===== config.mk =====
export PLATFORM = sky130hd
export DESIGN_NAME = power_mgmt_status_control
export DESIGN_NICKNAME = d
export VERILOG_FILES = /design/src/hw/pmsc_pkg.sv /design/src/hw/pmsc_sync.sv /design/src/hw/power_mgmt_status_control.sv
export VERILOG_INCLUDE_DIRS = /design/src /design/src/hw
export SDC_FILE = /design/constraint.sdc
export NUM_CORES = 1
export LEC_CHECK = 0
export BUFFER_PORTS_ARGS = -buffer_cell sky130_fd_sc_hd__buf_2
export CORE_MARGIN = 2
export CORE_UTILIZATION = 43
export CTS_CLUSTER_SIZE = 8
export DETAILED_ROUTE_END_ITERATION = 8
export PLACE_DENSITY = 0.78
export SETUP_SLACK_MARGIN = 0.05
export SYNTH_ARGS = -nofsm -noshare
export SYNTH_HDL_FRONTEND = slang
export SYNTH_SLANG_ARGS = --single-unit

===== constraint.sdc =====
create_clock -name SYS_CLK -period 1.77 [get_ports SYS_CLK]
set_clock_uncertainty 0.05 [all_clocks]
set_input_delay 0.4425 -clock SYS_CLK [delete_from_list [all_inputs] [get_ports SYS_CLK]]
set_output_delay 0.4425 -clock SYS_CLK [all_outputs]
set_load 0.005 [all_outputs]

===== src/hw/pmsc_regs.svh =====
// Register map, field positions, reset values and timing counts of the power status block
// Behaviour
// - Bit 7 is a sticky warning flag: set while or after supply below warning level.
// - Warning flag sets on falling below the trip point, also right after reset.
// - Writing 1 to bit 6 clears the warning flag only if no warning is present.
// - Bit 5 drives the detect trip point: 0 low threshold, 1 high threshold.
// - Bit 4 drives the warning trip point: 0 low threshold, 1 high threshold.
// - Bit 3 reads 1 when this run started as partial power-down stop recovery.
// - Writing 1 to bit 2 clears the recovery flag in bit 3.
// - Bit 0 picks stop mode on a stop request: 0 full retention, 1 partial.
// - Stop-mode bit takes only the first write after a reset, later writes ignored.
// - Power-on reset clears all bits; other resets keep both trip selects.
// - In partial power-down stop the pin output latches keep their pre-stop values.
// - Full-retention stop keeps all I/O state; I/O resumes directly on wake-up.
`ifndef PMSC_REGS_SVH
`define PMSC_REGS_SVH

`define PMSC_ADDR_CTRL2      4'h0
`define PMSC_ADDR_IRQ_STAT   4'h4
`define PMSC_ADDR_IRQ_EN     4'h8
`define PMSC_ADDR_IRQ_CLR    4'hC

`define PMSC_BIT_WARN_FLAG   7
`define PMSC_BIT_WARN_ACK    6
`define PMSC_BIT_DETECT_SEL  5
`define PMSC_BIT_WARN_SEL    4
`define PMSC_BIT_PPD_FLAG    3
`define PMSC_BIT_PPD_ACK     2
`define PMSC_BIT_STOP_MODE   0

`define PMSC_CTRL2_RESET     8'h00
`define PMSC_IRQ_RESET       3'h0

`define PMSC_IRQ_WARN        0
`define PMSC_IRQ_RECOVERY    1
`define PMSC_IRQ_WAKE        2

`define PMSC_SYNC_STAGES     2

`endif


===== src/hw/pmsc_pkg.sv =====
// Types shared by the power status block
package pmsc_pkg;
    typedef logic [7:0] ctrl_byte_t;
    typedef logic [2:0] irq_bits_t;
    typedef enum logic [1:0] {
        ST_RUN,
        ST_FULL_STOP,
        ST_PARTIAL_STOP
    } stop_state_t;
endpackage : pmsc_pkg


===== src/hw/pmsc_sync.sv =====
// Two-flop level synchroniser, one per bit
`timescale 1ns/10ps
module pmsc_sync #(
    parameter int WIDTH = 1
) (
    input  wire logic             clk,
    input  wire logic             rst_n,
    input  wire logic [WIDTH-1:0] d,
    output logic      [WIDTH-1:0] q
);
    genvar i;
    generate
        for (i = 0; i < WIDTH; i++) begin : g_bit
            logic meta_r;
            logic stable_r;
            always_ff @(posedge clk or negedge rst_n) begin
                if (!rst_n) begin
                    meta_r   <= 1'b0;
                    stable_r <= 1'b0;
                end else begin
                    meta_r   <= d[i];
                    stable_r <= meta_r;
                end
            end
            assign q[i] = stable_r;
        end
    endgenerate
endmodule : pmsc_sync


===== src/hw/power_mgmt_status_control.sv =====
// Power management status and control register with Wishbone slave and stop sequencing
`timescale 1ns/10ps
`include "pmsc_regs.svh"
module power_mgmt_status_control
    import pmsc_pkg::*;
(
    input  wire logic        SYS_CLK,
    input  wire logic        RESETN,
    input  wire logic        PWR_ON_RESETN,
    input  wire logic        CYC_I,
    input  wire logic        STB_I,
    input  wire logic        WE_I,
    input  wire logic [3:0]  ADR_I,
    input  wire logic [3:0]  SEL_I,
    input  wire logic [31:0] DAT_I,
    output logic      [31:0] DAT_O,
    output logic             ACK_O,
    input  wire logic        WARN_CMP_IN,
    input  wire logic        PPD_WAKE_IN,
    input  wire logic        STOP_REQ,
    input  wire logic        WAKE_REQ,
    output logic             DETECT_TRIP_SEL,
    output logic             WARN_TRIP_SEL,
    output logic             FULL_STOP_ACTIVE,
    output logic             PARTIAL_STOP_ACTIVE,
    output logic             IO_LATCH_HOLD,
    output logic             IRQ
);
    // Any reset clears the non-retained state; power-on reset is part of it
    wire         rst_n_all = RESETN & PWR_ON_RESETN;

    logic [1:0]  sync_q;
    wire         warn_s    = sync_q[0];
    wire         ppd_wake_s = sync_q[1];

    pmsc_sync #(
        .WIDTH (2)
    ) u_sync (
        .clk   (SYS_CLK),
        .rst_n (rst_n_all),
        .d     ({PPD_WAKE_IN, WARN_CMP_IN}),
        .q     (sync_q)
    );

    // Bus decode
    logic        ack_r;
    logic [31:0] dat_r;
    wire         bus_req    = CYC_I & STB_I;
    wire         hit_ctrl   = (ADR_I == `PMSC_ADDR_CTRL2);
    wire         hit_stat   = (ADR_I == `PMSC_ADDR_IRQ_STAT);
    wire         hit_en     = (ADR_I == `PMSC_ADDR_IRQ_EN);
    wire         hit_clr    = (ADR_I == `PMSC_ADDR_IRQ_CLR);
    wire         wr_fire    = bus_req & WE_I & ack_r;
    wire         ctrl_wr    = wr_fire & hit_ctrl & SEL_I[0];
    wire         en_wr      = wr_fire & hit_en & SEL_I[0];
    wire         clr_wr     = wr_fire & hit_clr & SEL_I[0];
    wire         warn_ack_wr = ctrl_wr & DAT_I[`PMSC_BIT_WARN_ACK];
    wire         ppd_ack_wr  = ctrl_wr & DAT_I[`PMSC_BIT_PPD_ACK];

    // Register state
    logic        warn_flag_r;
    logic        detect_sel_r;
    logic        warn_sel_r;
    logic        ppd_flag_r;
    logic        stop_mode_r;
    logic        mode_written_r;
    logic        cap_done_r;
    logic [1:0]  cap_cnt_r;
    logic        io_hold_r;
    irq_bits_t   irq_stat_r;
    irq_bits_t   irq_en_r;
    stop_state_t state_r;
    stop_state_t state_nxt;
    localparam ctrl_byte_t ctrl_reset_val = `PMSC_CTRL2_RESET;

    // Recovery strap is caught once the synchroniser has settled after release
    wire         cap_fire   = !cap_done_r && (cap_cnt_r == 2'(`PMSC_SYNC_STAGES));
    wire         rec_set    = cap_fire & ppd_wake_s;

    wire         warn_flag_nxt = warn_s | (warn_flag_r & ~warn_ack_wr);
    wire         ppd_flag_nxt  = rec_set | (ppd_flag_r & ~ppd_ack_wr);

    wire         warn_evt   = warn_s & ~warn_flag_r;
    wire         wake_evt   = (state_r != ST_RUN) & WAKE_REQ;
    wire irq_bits_t irq_evt = {wake_evt, rec_set, warn_evt};
    wire irq_bits_t irq_clr = clr_wr ? DAT_I[2:0] : `PMSC_IRQ_RESET;
    wire irq_bits_t irq_stat_nxt = irq_evt | (irq_stat_r & ~irq_clr);

    wire ctrl_byte_t ctrl_rd = {
        warn_flag_r,
        1'b0,
        detect_sel_r,
        warn_sel_r,
        ppd_flag_r,
        1'b0,
        1'b0,
        stop_mode_r
    };

    wire [31:0]  rd_mux = hit_ctrl ? {24'h000000, ctrl_rd} :
                          hit_stat ? {29'h00000000, irq_stat_r} :
                          hit_en   ? {29'h00000000, irq_en_r} :
                                     32'h00000000;

    // Wishbone answer one cycle after the request
    always_ff @(posedge SYS_CLK or negedge rst_n_all) begin
        if (!rst_n_all) begin
            ack_r <= 1'b0;
            dat_r <= 32'h00000000;
        end else begin
            ack_r <= bus_req & ~ack_r;
            dat_r <= (bus_req & ~WE_I & ~ack_r) ? rd_mux : 32'h00000000;
        end
    end

    assign ACK_O = ack_r;
    assign DAT_O = dat_r;

    // Trip selects survive every reset but power-on
    always_ff @(posedge SYS_CLK or negedge PWR_ON_RESETN) begin
        if (!PWR_ON_RESETN) begin
            detect_sel_r <= ctrl_reset_val[`PMSC_BIT_DETECT_SEL];
            warn_sel_r   <= ctrl_reset_val[`PMSC_BIT_WARN_SEL];
        end else if (ctrl_wr) begin
            detect_sel_r <= DAT_I[`PMSC_BIT_DETECT_SEL];
            warn_sel_r   <= DAT_I[`PMSC_BIT_WARN_SEL];
        end
    end

    always_ff @(posedge SYS_CLK or negedge rst_n_all) begin
        if (!rst_n_all) begin
            warn_flag_r <= 1'b0;
            ppd_flag_r  <= 1'b0;
        end else begin
            warn_flag_r <= warn_flag_nxt;
            ppd_flag_r  <= ppd_flag_nxt;
        end
    end

    always_ff @(posedge SYS_CLK or negedge rst_n_all) begin
        if (!rst_n_all) begin
            cap_done_r <= 1'b0;
            cap_cnt_r  <= 2'h0;
        end else if (!cap_done_r) begin
            cap_cnt_r  <= cap_cnt_r + 2'h1;
            cap_done_r <= cap_fire;
        end
    end

    // Write-once stop mode select
    always_ff @(posedge SYS_CLK or negedge rst_n_all) begin
        if (!rst_n_all) begin
            stop_mode_r    <= 1'b0;
            mode_written_r <= 1'b0;
        end else if (ctrl_wr && !mode_written_r) begin
            stop_mode_r    <= DAT_I[`PMSC_BIT_STOP_MODE];
            mode_written_r <= 1'b1;
        end
    end

    always_ff @(posedge SYS_CLK or negedge rst_n_all) begin
        if (!rst_n_all) begin
            irq_stat_r <= `PMSC_IRQ_RESET;
            irq_en_r   <= `PMSC_IRQ_RESET;
        end else begin
            irq_stat_r <= irq_stat_nxt;
            if (en_wr) begin
                irq_en_r <= DAT_I[2:0];
            end
        end
    end

    assign IRQ = |(irq_stat_r & irq_en_r);

    // Stop sequencing
    always_comb begin
        state_nxt = state_r;
        case (state_r)
            ST_RUN: begin
                if (STOP_REQ) begin
                    state_nxt = stop_mode_r ? ST_PARTIAL_STOP : ST_FULL_STOP;
                end
            end
            ST_FULL_STOP: begin
                if (WAKE_REQ) begin
                    state_nxt = ST_RUN;
                end
            end
            ST_PARTIAL_STOP: begin
                if (WAKE_REQ) begin
                    state_nxt = ST_RUN;
                end
            end
            default: begin
                state_nxt = ST_RUN;
            end
        endcase
    end

    always_ff @(posedge SYS_CLK or negedge rst_n_all) begin
        if (!rst_n_all) begin
            state_r <= ST_RUN;
        end else begin
            state_r <= state_nxt;
        end
    end

    // Pin latch hold spans the recovery reset and ends on the software acknowledge
    wire         hold_set = (state_r == ST_RUN) & STOP_REQ & stop_mode_r;
    always_ff @(posedge SYS_CLK or negedge PWR_ON_RESETN) begin
        if (!PWR_ON_RESETN) begin
            io_hold_r <= 1'b0;
        end else if (hold_set) begin
            io_hold_r <= 1'b1;
        end else if (ppd_ack_wr) begin
            io_hold_r <= 1'b0;
        end
    end

    assign DETECT_TRIP_SEL     = detect_sel_r;
    assign WARN_TRIP_SEL       = warn_sel_r;
    assign FULL_STOP_ACTIVE    = (state_r == ST_FULL_STOP);
    assign PARTIAL_STOP_ACTIVE = (state_r == ST_PARTIAL_STOP);
    assign IO_LATCH_HOLD       = io_hold_r | (state_r == ST_PARTIAL_STOP);
endmodule : power_mgmt_status_control


# == After elaboration in Yosys (flattened, before gate mapping) ==
# Index checks and enable logic that the tools add are counted.
# word_totals
regBits,31
latchBits,0
mem_bits_rw,0
romBits,0
elab_cells,84
memories,0
# classes
addsub,1
mul,0
n_div,0
n_lt_le_gt_ge,0
eq_ne,8
shifts,0
muxes,12
bitwise,34
n_reduce_logical,11
# op_table
operator,n
$and 1x1->1,22
$mux 8,2
$mux 3,3
$eq 4x4->1 const B,2
$and 3x3->3,2
$mux 2,3
$not 1->1,5
$eq 2x2->1 const B,2
$eq 4x3->1 const B,1
$logic_not 4->1,1
$pmux 2 s2,1
$reduce_bool 2->1,2
$mux 1,3
$not 3->3,1
$or 1x1->1,3
$or 3x3->3,1
$reduce_or 3->1,1
$add 2x1->2 const B,1
$eq 2x1->1 const B,1
$logic_and 1x1->1,2
$logic_not 1->1,2
$logic_not 2->1,1
$ne 2x1->1 const B,1
$ne 2x2->1 const B,1
2 further kinds,2

# == Longest topological paths before layout ==
# Gate-level depths: netlist of the first run.
# depth
depth_word,9
ltp_mapped,5

# == Hierarchy ==
# From an unflattened synthesis of the first run, not the netlist that was laid out.
# unflattened
hier_cells,131
hier_area_um2,1507.7
# by_module_without_submodules
mod,instances,cells_per_inst,area_per_inst_um2,seq_area_each_um2
power_mgmt_status_control,1,125,1392.6,650.6
pmsc_sync,1,6,115.1,100.1

# == Worst setup path before layout of the first run ==
# No wires, ideal clock.
# synth_path
path_kind,input to register
start,in ADR_I[1]
end,"reg detect_sel_r, in the netlist DETECT_TRIP_SEL"
t_arrival_ns,1.638
path_slack_ns,-0.043
path_stages,3
path_buffers,0
path_cell_list,or4_4 > or3_4 > mux2_4
# synth_via
elab_chain_cells,3
# synth_lines
element,line,rtl
from (decl),power_mgmt_status_control.sv:13,"input wire logic [3:0] ADR_I,"
$logic_not 4->1 (no source line),n/a,
$and 1x1->1 (2 in series),power_mgmt_status_control.sv:54,wire ctrl_wr = wr_fire & hit_ctrl & SEL_I[0];
to (signal assigned),power_mgmt_status_control.sv:122,detect_sel_r <= ctrl_reset_val[`PMSC_BIT_DETECT_SEL];
to (signal assigned),power_mgmt_status_control.sv:125,detect_sel_r <= DAT_I[`PMSC_BIT_DETECT_SEL];
to (decl),power_mgmt_status_control.sv:62,logic detect_sel_r;
# No other way between the ends.
# A chain may end at the register's enable or synchronous reset.

# == Worst setup path after layout of the first run ==
# layout_path
start,reg irq_stat_r[1]
end,out IRQ
# layout_via
elab_chain_cells,2
# layout_lines
element,line,rtl
from (decl),power_mgmt_status_control.sv:70,irq_bits_t irq_stat_r;
from (signal assigned),power_mgmt_status_control.sv:163,irq_stat_r <= `PMSC_IRQ_RESET;
from (signal assigned),power_mgmt_status_control.sv:166,irq_stat_r <= irq_stat_nxt;
$and 3x3->3,power_mgmt_status_control.sv:173,assign IRQ = |(irq_stat_r & irq_en_r);
$reduce_or 3->1,power_mgmt_status_control.sv:173,
to (decl),power_mgmt_status_control.sv:27,output logic IRQ
# No other way between the ends.

==> results of run 1 <==
-- flip-flops by register name, summed over array words and instances (netlist names) --
register	flops
DETECT_TRIP_SEL	1
u_sync.g_bit.meta_r	2
io_hold_r	1
ACK_O	1
cap_done_r	1
cap_cnt_r	2
u_sync.g_bit.stable_r	2
stop_mode_r	1
state_r	2
WARN_TRIP_SEL	1
ppd_flag_r	1
mode_written_r	1
irq_en_r	3
irq_stat_r	3
warn_flag_r	1
DAT_O	7
-- area by class of cell --
cell class	count	share of cell area
clock buffer	5	0.0203
clock inverter	3	0.0217
inverter	8	0.0176
multi-input combinational	92	0.340
sequential	30	0.406
tap	46	0.0311
timing repair buffer	49	0.163
-- cell usage after synthesis (all sizes together) --
cell	count	share of area
dfrtp	30	0.51
buf	25	0.13
nand2	9	0.023
inv	8	0.020
mux2	6	0.051
and2	5	0.021
ha	4	0.034
nor2	4	0.010
o21ai	4	0.014
nor2b	3	0.013
nor4	3	0.017
o41ai	3	0.018
or2	3	0.013
or4	3	0.018
a22o	2	0.012
a22oi	2	0.010
nand2b	2	0.0085
nand4	2	0.0085
o22ai	2	0.0085
a2111oi	1	0.010
a222oi	1	0.0068
a32o	1	0.0068
and2b	1	0.0051
conb	1	0.0025
o22a	1	0.0059
o2bb2ai	1	0.0059
or2b	1	0.0051
or3	1	0.0076
or3b	1	0.0059
xnor2	1	0.0059
-- worst max-delay path by stage --
stage,from,to
6_report,irq_stat_r[1],IRQ
2_1_floorplan,ADR_I[1],DETECT_TRIP_SEL
3_5_place_dp,ADR_I[1],DETECT_TRIP_SEL
5_1_grt,irq_stat_r[1],IRQ
4_1_cts,irq_stat_r[1],IRQ
3_3_place_gp,ADR_I[1],io_hold_r
-- worst min-delay path, delay by kind of cell --
family	cells	cell delay, ps
buffers and inverters	2	390
AND/OR/NAND/NOR	1	110
-- power by group --
| part | switching [mW] | internal, mW | leakage [nW] |
|---|---|---|---|
| Combinational | 0.145 | 0.154 | 0.546 |
| Sequential | 0.0176 | 0.714 | 0.377 |
| Clock | 0.231 | 0.292 | 0.0450 |
-- layout by cell type, fill, tap and decap left out, types with 2 or more instances in the layout --
master / count
sky130_fd_sc_hd__dfrtp_1: 30
sky130_fd_sc_hd__o22ai_1: 2
sky130_fd_sc_hd__nand4_1: 2
sky130_fd_sc_hd__clkbuf_4: 5
sky130_fd_sc_hd__nor4_1: 2
sky130_fd_sc_hd__nand2_1: 9
sky130_fd_sc_hd__buf_6: 3
sky130_fd_sc_hd__ha_1: 2
sky130_fd_sc_hd__or4_1: 2
sky130_fd_sc_hd__ha_4: 2
sky130_fd_sc_hd__conb_1: 25
sky130_fd_sc_hd__inv_1: 6
sky130_fd_sc_hd__nand2b_1: 2
sky130_fd_sc_hd__or2_2: 2
sky130_fd_sc_hd__nor2b_1: 3
sky130_fd_sc_hd__clkinv_2: 2
sky130_fd_sc_hd__nor2_1: 4
sky130_fd_sc_hd__a22o_1: 2
sky130_fd_sc_hd__a22oi_1: 2
sky130_fd_sc_hd__buf_4: 13
sky130_fd_sc_hd__o21ai_0: 4
sky130_fd_sc_hd__and2_1: 5
sky130_fd_sc_hd__mux2_2: 4
sky130_fd_sc_hd__buf_2: 32
sky130_fd_sc_hd__o41ai_1: 3
sky130_fd_sc_hd__mux2_4: 2
-- repair_timing --
action                     CTS  global route
setup endpoints to repair    2             4
buffers inserted             6             1
pin swaps                    3             1
hold endpoints to repair     3             0
hold buffers                 1             0
resized for setup            6             5
-- per-layer routing --
metal | vias to the layer above | track usage
li1 | 515 | -
met1 | 494 | 0.185
met2 | 44 | 0.238
met3 | 4 | 0.0378
met4 | 0 | 0.0833
met5 | - | 0
-- logic make-up after synthesis --
kind of cell	after synthesis
AO/OA/AOI/OAI	18
XOR/XNOR	1
adder cells (fa/ha/maj)	4
buffers and inverters	33
flip-flops	30
multiplexers	6
other	1
AND/OR/NAND/NOR	38
-- per-stage QoR --
step | total power [mW] | std cells | utilization
final | 1.55 | 233 | 0.558
after global placement | 0.942 | 217 | 0.502
after floorplan | 0.903 | 155 | -
after CTS | 1.53 | 232 | 0.548
after global routing | 1.65 | 233 | 0.558
after detailed placement | 0.946 | 217 | 0.502
==> out/qor.csv, run 1 <==
stage,metric,value,unit
synth,synth_adder_area_share,0.0338,
floorplan,die_y,62.6,microns
status,result_of_the_run,"finished, violations left",
floorplan,core_area,0.00331,sq mm
worst_setup_path,cpPeakStageDelay,400,ps
global_route,global_route.usage.total,0.149,
floorplan,die_width,62.6,microns
synth,synth_compound_gate_area_share,0.0973,
drt,post-route-drc-count,0,
clock_tree,worst_setup_hold_path_clk_slew,90,ps
timing,final_hold_fails,0,
timing,final-max-slew-violation-count,0,
final_layout,multi_input_area,628,sq um
worst_setup_path,arrival,1300,ps
placed_design,dpl.hpwl,1870,microns
floorplan,initial_core_util,0.447,
worst_setup_path,crit_path_top_delay_cell,sky130_fd_sc_hd__a222oi_1,
drt,via_per_inst,4.54,
pwr,peakVddDrop,0.488,mV
worst_setup_path,worst-path-max-fanout,2,
drt,detail_route.first_pass.iterations,6,
drt,wl_met3,172,microns
drt,wl_met1,1150,microns
clock_tree,clk-insertion-delay-late,320,ps
worst_setup_path,worst_path_dominant_cell_family,compound AO/OA/AOI/OAI gates,
status,failing_checks,negative setup slack,
clock_tree,library_cell_used_as_clock_root_buffer,sky130_fd_sc_hd__clkbuf_4,
final_layout,area_delta_synth_final,25.0,%
final_layout,fillCellCount,295,
final_layout,drive_gt1_frac,0.396,
global_route,grt_first_pass_wirelength,4490,microns
final_layout,register_area,751,sq um
floorplan,num_io_pins,89,
timing,setup_violations,1,
worst_setup_path,worst_r2r_endpoint,state_r[0],
worst_setup_path,critPathCaptureType,output pin,
worst_setup_path,regToRegStartpoint,state_r[1],
placed_design,place.port_buffers,34,
timing,final.min_clock_period,1800,ps
placed_design,preCtsSetupSlack,-206,ps
timing,fin_tns_setup,-25.6,ps
clock_tree,number_of_buffers_created_by_cts,5,
final_layout,diode_count,0,
drt,num_vias,1057,
placed_design,post_dp_cell_area,0.00166,sq mm
placed_design,finalWeightedCongestion,0.945,
synth,synth_cell_type_count,33,
synth,ys_ff_latch,30,
final_layout,final_design_area_no_fill,0.00185,sq mm
timing,final_critical_path_setup_slack,-25.6,ps
timing,period_share,1.01,
drt,drt_iter0_drc,45,
global_route,grt_max_degree,28,
final_layout,design.final.nets,240,
global_route,grt_remaining_overflow,0,
timing,setup_repair_after_global_routing_missed_its_margin,yes,
synth,ys.warnings.count,0,
synth,synth.avg_cell_area,11.3,sq um
timing,max_freq,557,MHz
synth,synth_simple_gate_area_frac,0.155,
drt,postRouteAntennaNets,0,
clock_tree,cts_tree,yes,
clock_tree,cts_num_sinks,30,
worst_setup_path,worstPathRequired,1280,ps
worst_hold_path,worst_min_path_class,in2async,
worst_setup_path,setup.reg_to_reg.worst_slack,160,ps
worst_setup_path,critical_path_cell_count,3,
pwr,power-per-cell-area,841,mW/mm^2
drt,topRoutingLayerUsed,met4,
floorplan,placementRows,21,
global_route,initial_antenna_violation_count,0,
synth,netlist_area,0.00148,sq mm
worst_setup_path,cells_on_worst_reg2reg_path,6,
global_route,vias_in_the_first_global_route,978,
drt,wl_met2,1310,microns
drt,routed_wire_length_per_instance,11.5,microns
worst_setup_path,worst-setup-path-type,reg2out,
drt,route.final.wire_length,2680,microns
worst_setup_path,critical_path.startpoint_type,flip-flop,
synth,post_synthesis_xor_xnor_area_fraction,0.00592,
flow_run,maxCapViolCount,0,
synth,synthesized_instance_count,131,
synth,synth_mux_area_frac,0.0508,
worst_setup_path,path_cells,a222oi_1 -> inv_1 -> buf_2,
floorplan,die_area,0.00392,sq mm
worst_setup_path,critical_path.n_buffers_inverters,2,
synth,dominant_combinational_cell_family_by_area_after_synthesis,simple AND/OR/NAND/NOR gates,
synth,synth-seq-area-share,0.508,
timing,holdWs,166,ps
clock_tree,cts_htree_levels,2,
clock_tree,clock_path_buffers,2,
pwr,power.static_leakage,0.968,nW
Power figures use the tool's default switching activity.
==> run 2: changes to the inputs <==
--- a/config.mk
+++ b/config.mk
@@ -6,12 +6,13 @@
 export SDC_FILE = /design/constraint.sdc
 export NUM_CORES = 1
 export LEC_CHECK = 0
+export ABC_AREA = 1
 export BUFFER_PORTS_ARGS = -buffer_cell sky130_fd_sc_hd__buf_2
 export CORE_MARGIN = 2
 export CORE_UTILIZATION = 43
 export CTS_CLUSTER_SIZE = 8
 export DETAILED_ROUTE_END_ITERATION = 8
-export PLACE_DENSITY = 0.78
+export PLACE_DENSITY = 0.77
 export SETUP_SLACK_MARGIN = 0.05
 export SYNTH_ARGS = -nofsm -noshare
 export SYNTH_HDL_FRONTEND = slang
==> run 2 against run 1 <==
Cell area fell by 2.1%. Clock power rose by 39%. First-iteration DRC count fell by 6.7%. Fmax rose by 2.3%. Via count rose by 4.5%. Area after synthesis rose by 3.6%. Utilization fell by 2.4 points. Non-clock buffer count fell by 12. The run now ends clean.
==> out/qor.csv, run 2 <==
stage,metric,value,unit,change
final_layout,design.final.nets,262,,was 240
synth,synth.top_cells.by_area,"sky130_fd_sc_hd__dfrtp_1 49%, sky130_fd_sc_hd__buf_4 12%, sky130_fd_sc_hd__nand2_1 8.8%, sky130_fd_sc_hd__nand3_1 4.9%, sky130_fd_sc_hd__inv_1 3.7%",,"was sky130_fd_sc_hd__dfrtp_1 51%, sky130_fd_sc_hd__buf_4 13%, sky130_fd_sc_hd__ha_1 3.4%, sky130_fd_sc_hd__mux2_2 3.0%, sky130_fd_sc_hd__nand2_1 2.3%"
worst_setup_path,path_cells,inv_2 -> ha_4 -> or2_4 -> buf_6,,was a222oi_1 -> inv_1 -> buf_2
final_layout,final_design_area_no_fill,0.00181,sq mm,was 0.00185 sq mm
synth,yosysMostFrequentCell,sky130_fd_sc_hd__nand2_1,,was sky130_fd_sc_hd__dfrtp_1
pwr,power-per-cell-area,922,mW/mm^2,was 841 mW/mm^2
final_layout,layout.cells.most_common_list,"36 x sky130_fd_sc_hd__nand2_1, 33 x sky130_fd_sc_hd__buf_2, 30 x sky130_fd_sc_hd__dfrtp_1",,"was 32 x sky130_fd_sc_hd__buf_2, 30 x sky130_fd_sc_hd__dfrtp_1, 25 x sky130_fd_sc_hd__conb_1"
floorplan,num_io_pins,89,,unchanged
drt,routed_wire_length_per_instance,10.2,microns,was 11.5 microns
floorplan,die_width,63.7,microns,was 62.6 microns
clock_tree,cts_htree_levels,2,,unchanged
final_layout,final_cells,255,,was 233
global_route,grt_max_degree,28,,unchanged
clock_tree,clk-insertion-delay-late,340,ps,was 320 ps
pwr,totalPowerFinal,1.67,mW,was 1.55 mW
worst_setup_path,crit_path_top_delay_cell,sky130_fd_sc_hd__dfrtp_1,,was sky130_fd_sc_hd__a222oi_1
synth,dominant_combinational_cell_family_by_area_after_synthesis,simple AND/OR/NAND/NOR gates,,unchanged
synth,synth.top_cell.area_share,0.490,,was 0.508
worst_setup_path,worst_r2r_endpoint,state_r[1],,was state_r[0]
final_layout,fillCellCount,331,,was 295
synth,number_of_enable_flip_flop_cells_after_synthesis,0,,unchanged
flow_run,maxCapViolCount,0,,unchanged
floorplan,die_area,0.00406,sq mm,was 0.00392 sq mm
worst_setup_path,regToRegStartpoint,state_r[0],,was state_r[1]
timing,max_freq,570,MHz,was 557 MHz
timing,final-max-slew-violation-count,0,,unchanged
drt,route.final.wire_length,2610,microns,was 2680 microns
synth,synthesized_instance_count,166,,was 131
timing,final_hold_fails,0,,unchanged
worst_setup_path,worst-setup-path-type,reg2out,,unchanged
synth,ys_ff_latch,30,,unchanged
placed_design,place.port_buffers,34,,unchanged
status,result_of_the_run,"complete, no violations",,"was finished, violations left"
final_layout,fin_util,0.534,,was 0.558
clock_tree,cts_tree,yes,,unchanged
synth,synth-seq-area-share,0.490,,was 0.508
worst_setup_path,arrival,1260,ps,was 1300 ps
floorplan,initial_core_util,0.452,,was 0.447
synth,synth_adder_area_share,0.0327,,was 0.0338
drt,via_per_inst,4.33,,was 4.54
global_route,grt_first_pass_wirelength,4520,microns,was 4490 microns
drt,postRouteAntennaNets,0,,unchanged
synth,synth_simple_gate_area_frac,0.246,,was 0.155
drt,drt_iter0_drc,42,,was 45
drt,post-route-drc-count,0,,unchanged
worst_setup_path,worst-path-max-fanout,2,,unchanged
worst_setup_path,critical_path.startpoint_type,flip-flop,,unchanged
final_layout,largest_register_ff_count,7,,unchanged
placed_design,post_dp_cell_area,0.00166,sq mm,about the same
clock_tree,clock_path_buffers,2,,unchanged
timing,final_critical_path_setup_slack,14.2,ps,was -25.6 ps
clock_tree,cts_num_sinks,30,,unchanged
global_route,vias_in_the_first_global_route,1053,,was 978
global_route,initial_antenna_violation_count,0,,unchanged
placed_design,dp.cells,245,,was 217
timing,setup_violations,0,,was 1
final_layout,area_delta_synth_final,18.0,%,was 25.0%
worst_setup_path,cells_on_worst_reg2reg_path,8,,was 6
synth,netlist_area,0.00153,sq mm,was 0.00148 sq mm
clock_tree,library_cell_used_as_clock_root_buffer,sky130_fd_sc_hd__clkbuf_4,,unchanged
global_route,global_route.usage.total,0.148,,was 0.149
placed_design,dpl.hpwl,2030,microns,was 1870 microns
final_layout,layout_commonest_cell,sky130_fd_sc_hd__nand2_1,,was sky130_fd_sc_hd__buf_2
synth,ys.warnings.count,0,,unchanged
synth,library_cell_with_the_largest_summed_area_after_synthesis,sky130_fd_sc_hd__dfrtp_1,,unchanged
pwr,peakVddDrop,0.382,mV,was 0.488 mV
drt,detail_route.first_pass.iterations,4,,was 6
synth,synth_mux_area_frac,0,,was 0.0508
worst_setup_path,worstPathRequired,1280,ps,about the same
timing,period_share,0.992,,was 1.01
pwr,power.static_leakage,1.00,nW,was 0.968 nW
synth,post_synthesis_xor_xnor_area_fraction,0.00571,,was 0.00592
synth,postSynth.asyncResetShare,1.00,,unchanged
clock_tree,worst_setup_hold_path_clk_slew,100,ps,was 90 ps
final_layout,diode_count,0,,unchanged
timing,setup_repair_after_global_routing_missed_its_margin,yes,,unchanged
floorplan,core_area,0.00339,sq mm,was 0.00331 sq mm
worst_setup_path,cpPeakStageDelay,380,ps,was 400 ps
placed_design,finalWeightedCongestion,0.831,,was 0.945
placed_design,preCtsSetupSlack,258,ps,was -206 ps
synth,synth_common_cells,"36 x sky130_fd_sc_hd__nand2_1, 30 x sky130_fd_sc_hd__dfrtp_1, 25 x sky130_fd_sc_hd__buf_4",,"was 30 x sky130_fd_sc_hd__dfrtp_1, 25 x sky130_fd_sc_hd__buf_4, 9 x sky130_fd_sc_hd__nand2_1"
floorplan,die_y,63.7,microns,was 62.6 microns
timing,holdWs,104,ps,was 166 ps
synth,synth.avg_cell_area,9.23,sq um,was 11.3 sq um
timing,final.min_clock_period,1760,ps,was 1800 ps
worst_setup_path,critPathCaptureType,output pin,,unchanged
synth,synth_compound_gate_area_share,0.0473,,was 0.0973
final_layout,drive_gt1_frac,0.306,,was 0.396
worst_setup_path,setup.reg_to_reg.worst_slack,400,ps,was 160 ps
clock_tree,number_of_buffers_created_by_cts,5,,unchanged
floorplan,placementRows,21,,unchanged
worst_hold_path,worst_min_path_class,in2async,,unchanged
global_route,grt_remaining_overflow,0,,unchanged
synth,most_used_flip_flop_cell_after_synthesis,sky130_fd_sc_hd__dfrtp_1,,unchanged
drt,num_vias,1105,,"was 1,057"
synth,synth_cell_type_count,26,,was 33
timing,fin_tns_setup,0,ps,was -25.6 ps
## run 2: cell types whose count changed in the layout (fill, tap and decap cells not counted), moves of 4 or more
| cell | previous run | this run |
|---|---|---|
| sky130_fd_sc_hd__nand2_1 | 9 | 36 |
| sky130_fd_sc_hd__nand3_1 | 0 | 15 |
| sky130_fd_sc_hd__buf_4 | 13 | 2 |
| sky130_fd_sc_hd__inv_1 | 6 | 14 |
| sky130_fd_sc_hd__o21ai_1 | 0 | 6 |
| sky130_fd_sc_hd__and2_1 | 5 | 0 |
| sky130_fd_sc_hd__inv_2 | 1 | 5 |
| sky130_fd_sc_hd__mux2_2 | 4 | 0 |
## run 2: layout make-up
cell class              count  area [sq um]  area share
multi-input cells         115           617       0.341
well taps                  46          57.6      0.0318
repair buffers             37           201       0.111
clock inverters             2          60.1      0.0332
clock buffers               6          51.3      0.0284
flip-flops and latches     30           751       0.415
inverters                  19          71.3      0.0394
## run 2: power breakdown
group | total [mW] | switching, mW | leakage (nW) | internal (mW)
combinational | 0.213 | 0.132 | 0.577 | 0.0810
sequential | 0.726 | 0.0187 | 0.365 | 0.708
clock | 0.729 | 0.250 | 0.0585 | 0.478
total | 1.67 | 0.401 | 1.00 | 1.27
## run 2: worst max-delay path by stage
| stage | start | end | cells after the start |
|---|---|---|---|
| 2_1_floorplan | state_r[0] | IO_LATCH_HOLD | 3 |
| 3_3_place_gp | state_r[0] | IO_LATCH_HOLD | 4 |
| 3_5_place_dp | state_r[0] | IO_LATCH_HOLD | 4 |
| 4_1_cts | state_r[0] | IO_LATCH_HOLD | 4 |
| 5_1_grt | state_r[0] | IO_LATCH_HOLD | 4 |
| 6_report | state_r[0] | IO_LATCH_HOLD | 4 |
## run 2: timing repair
action | in CTS | in global routing
buffers inserted | 1 | 0
setup endpoints to repair | 1 | 1
hold buffers | 1 | 0
pin swaps | 2 | 0
hold endpoints to repair | 3 | 0
resized for setup | 5 | 0
## run 2: cell families (layout without fill, tap and decap cells)
group,after synthesis,after routing
fa+ha+maj,4,4
compound gates,13,13
flops,30,30
buf+inv,45,64
simple gates,72,72
other cells,1,25
xor+xnor,1,1
## run 2: per-layer routing
layer  track usage  vias to the layer above  part of all wire
met4        0.0978                        0             0.030
met5             0                        -                 0
met2         0.239                       40              0.48
met1         0.181                      502              0.43
met3        0.0268                        8             0.057
li1              -                      555                 -
## run 2: critical path, delay by kind of cell (launching register included)
kind	cells	cell delay (ps)
adder cells (fa/ha/maj)	1	150
flip-flops	1	380
AND/OR/NAND/NOR	1	220
buffers and inverters	2	170
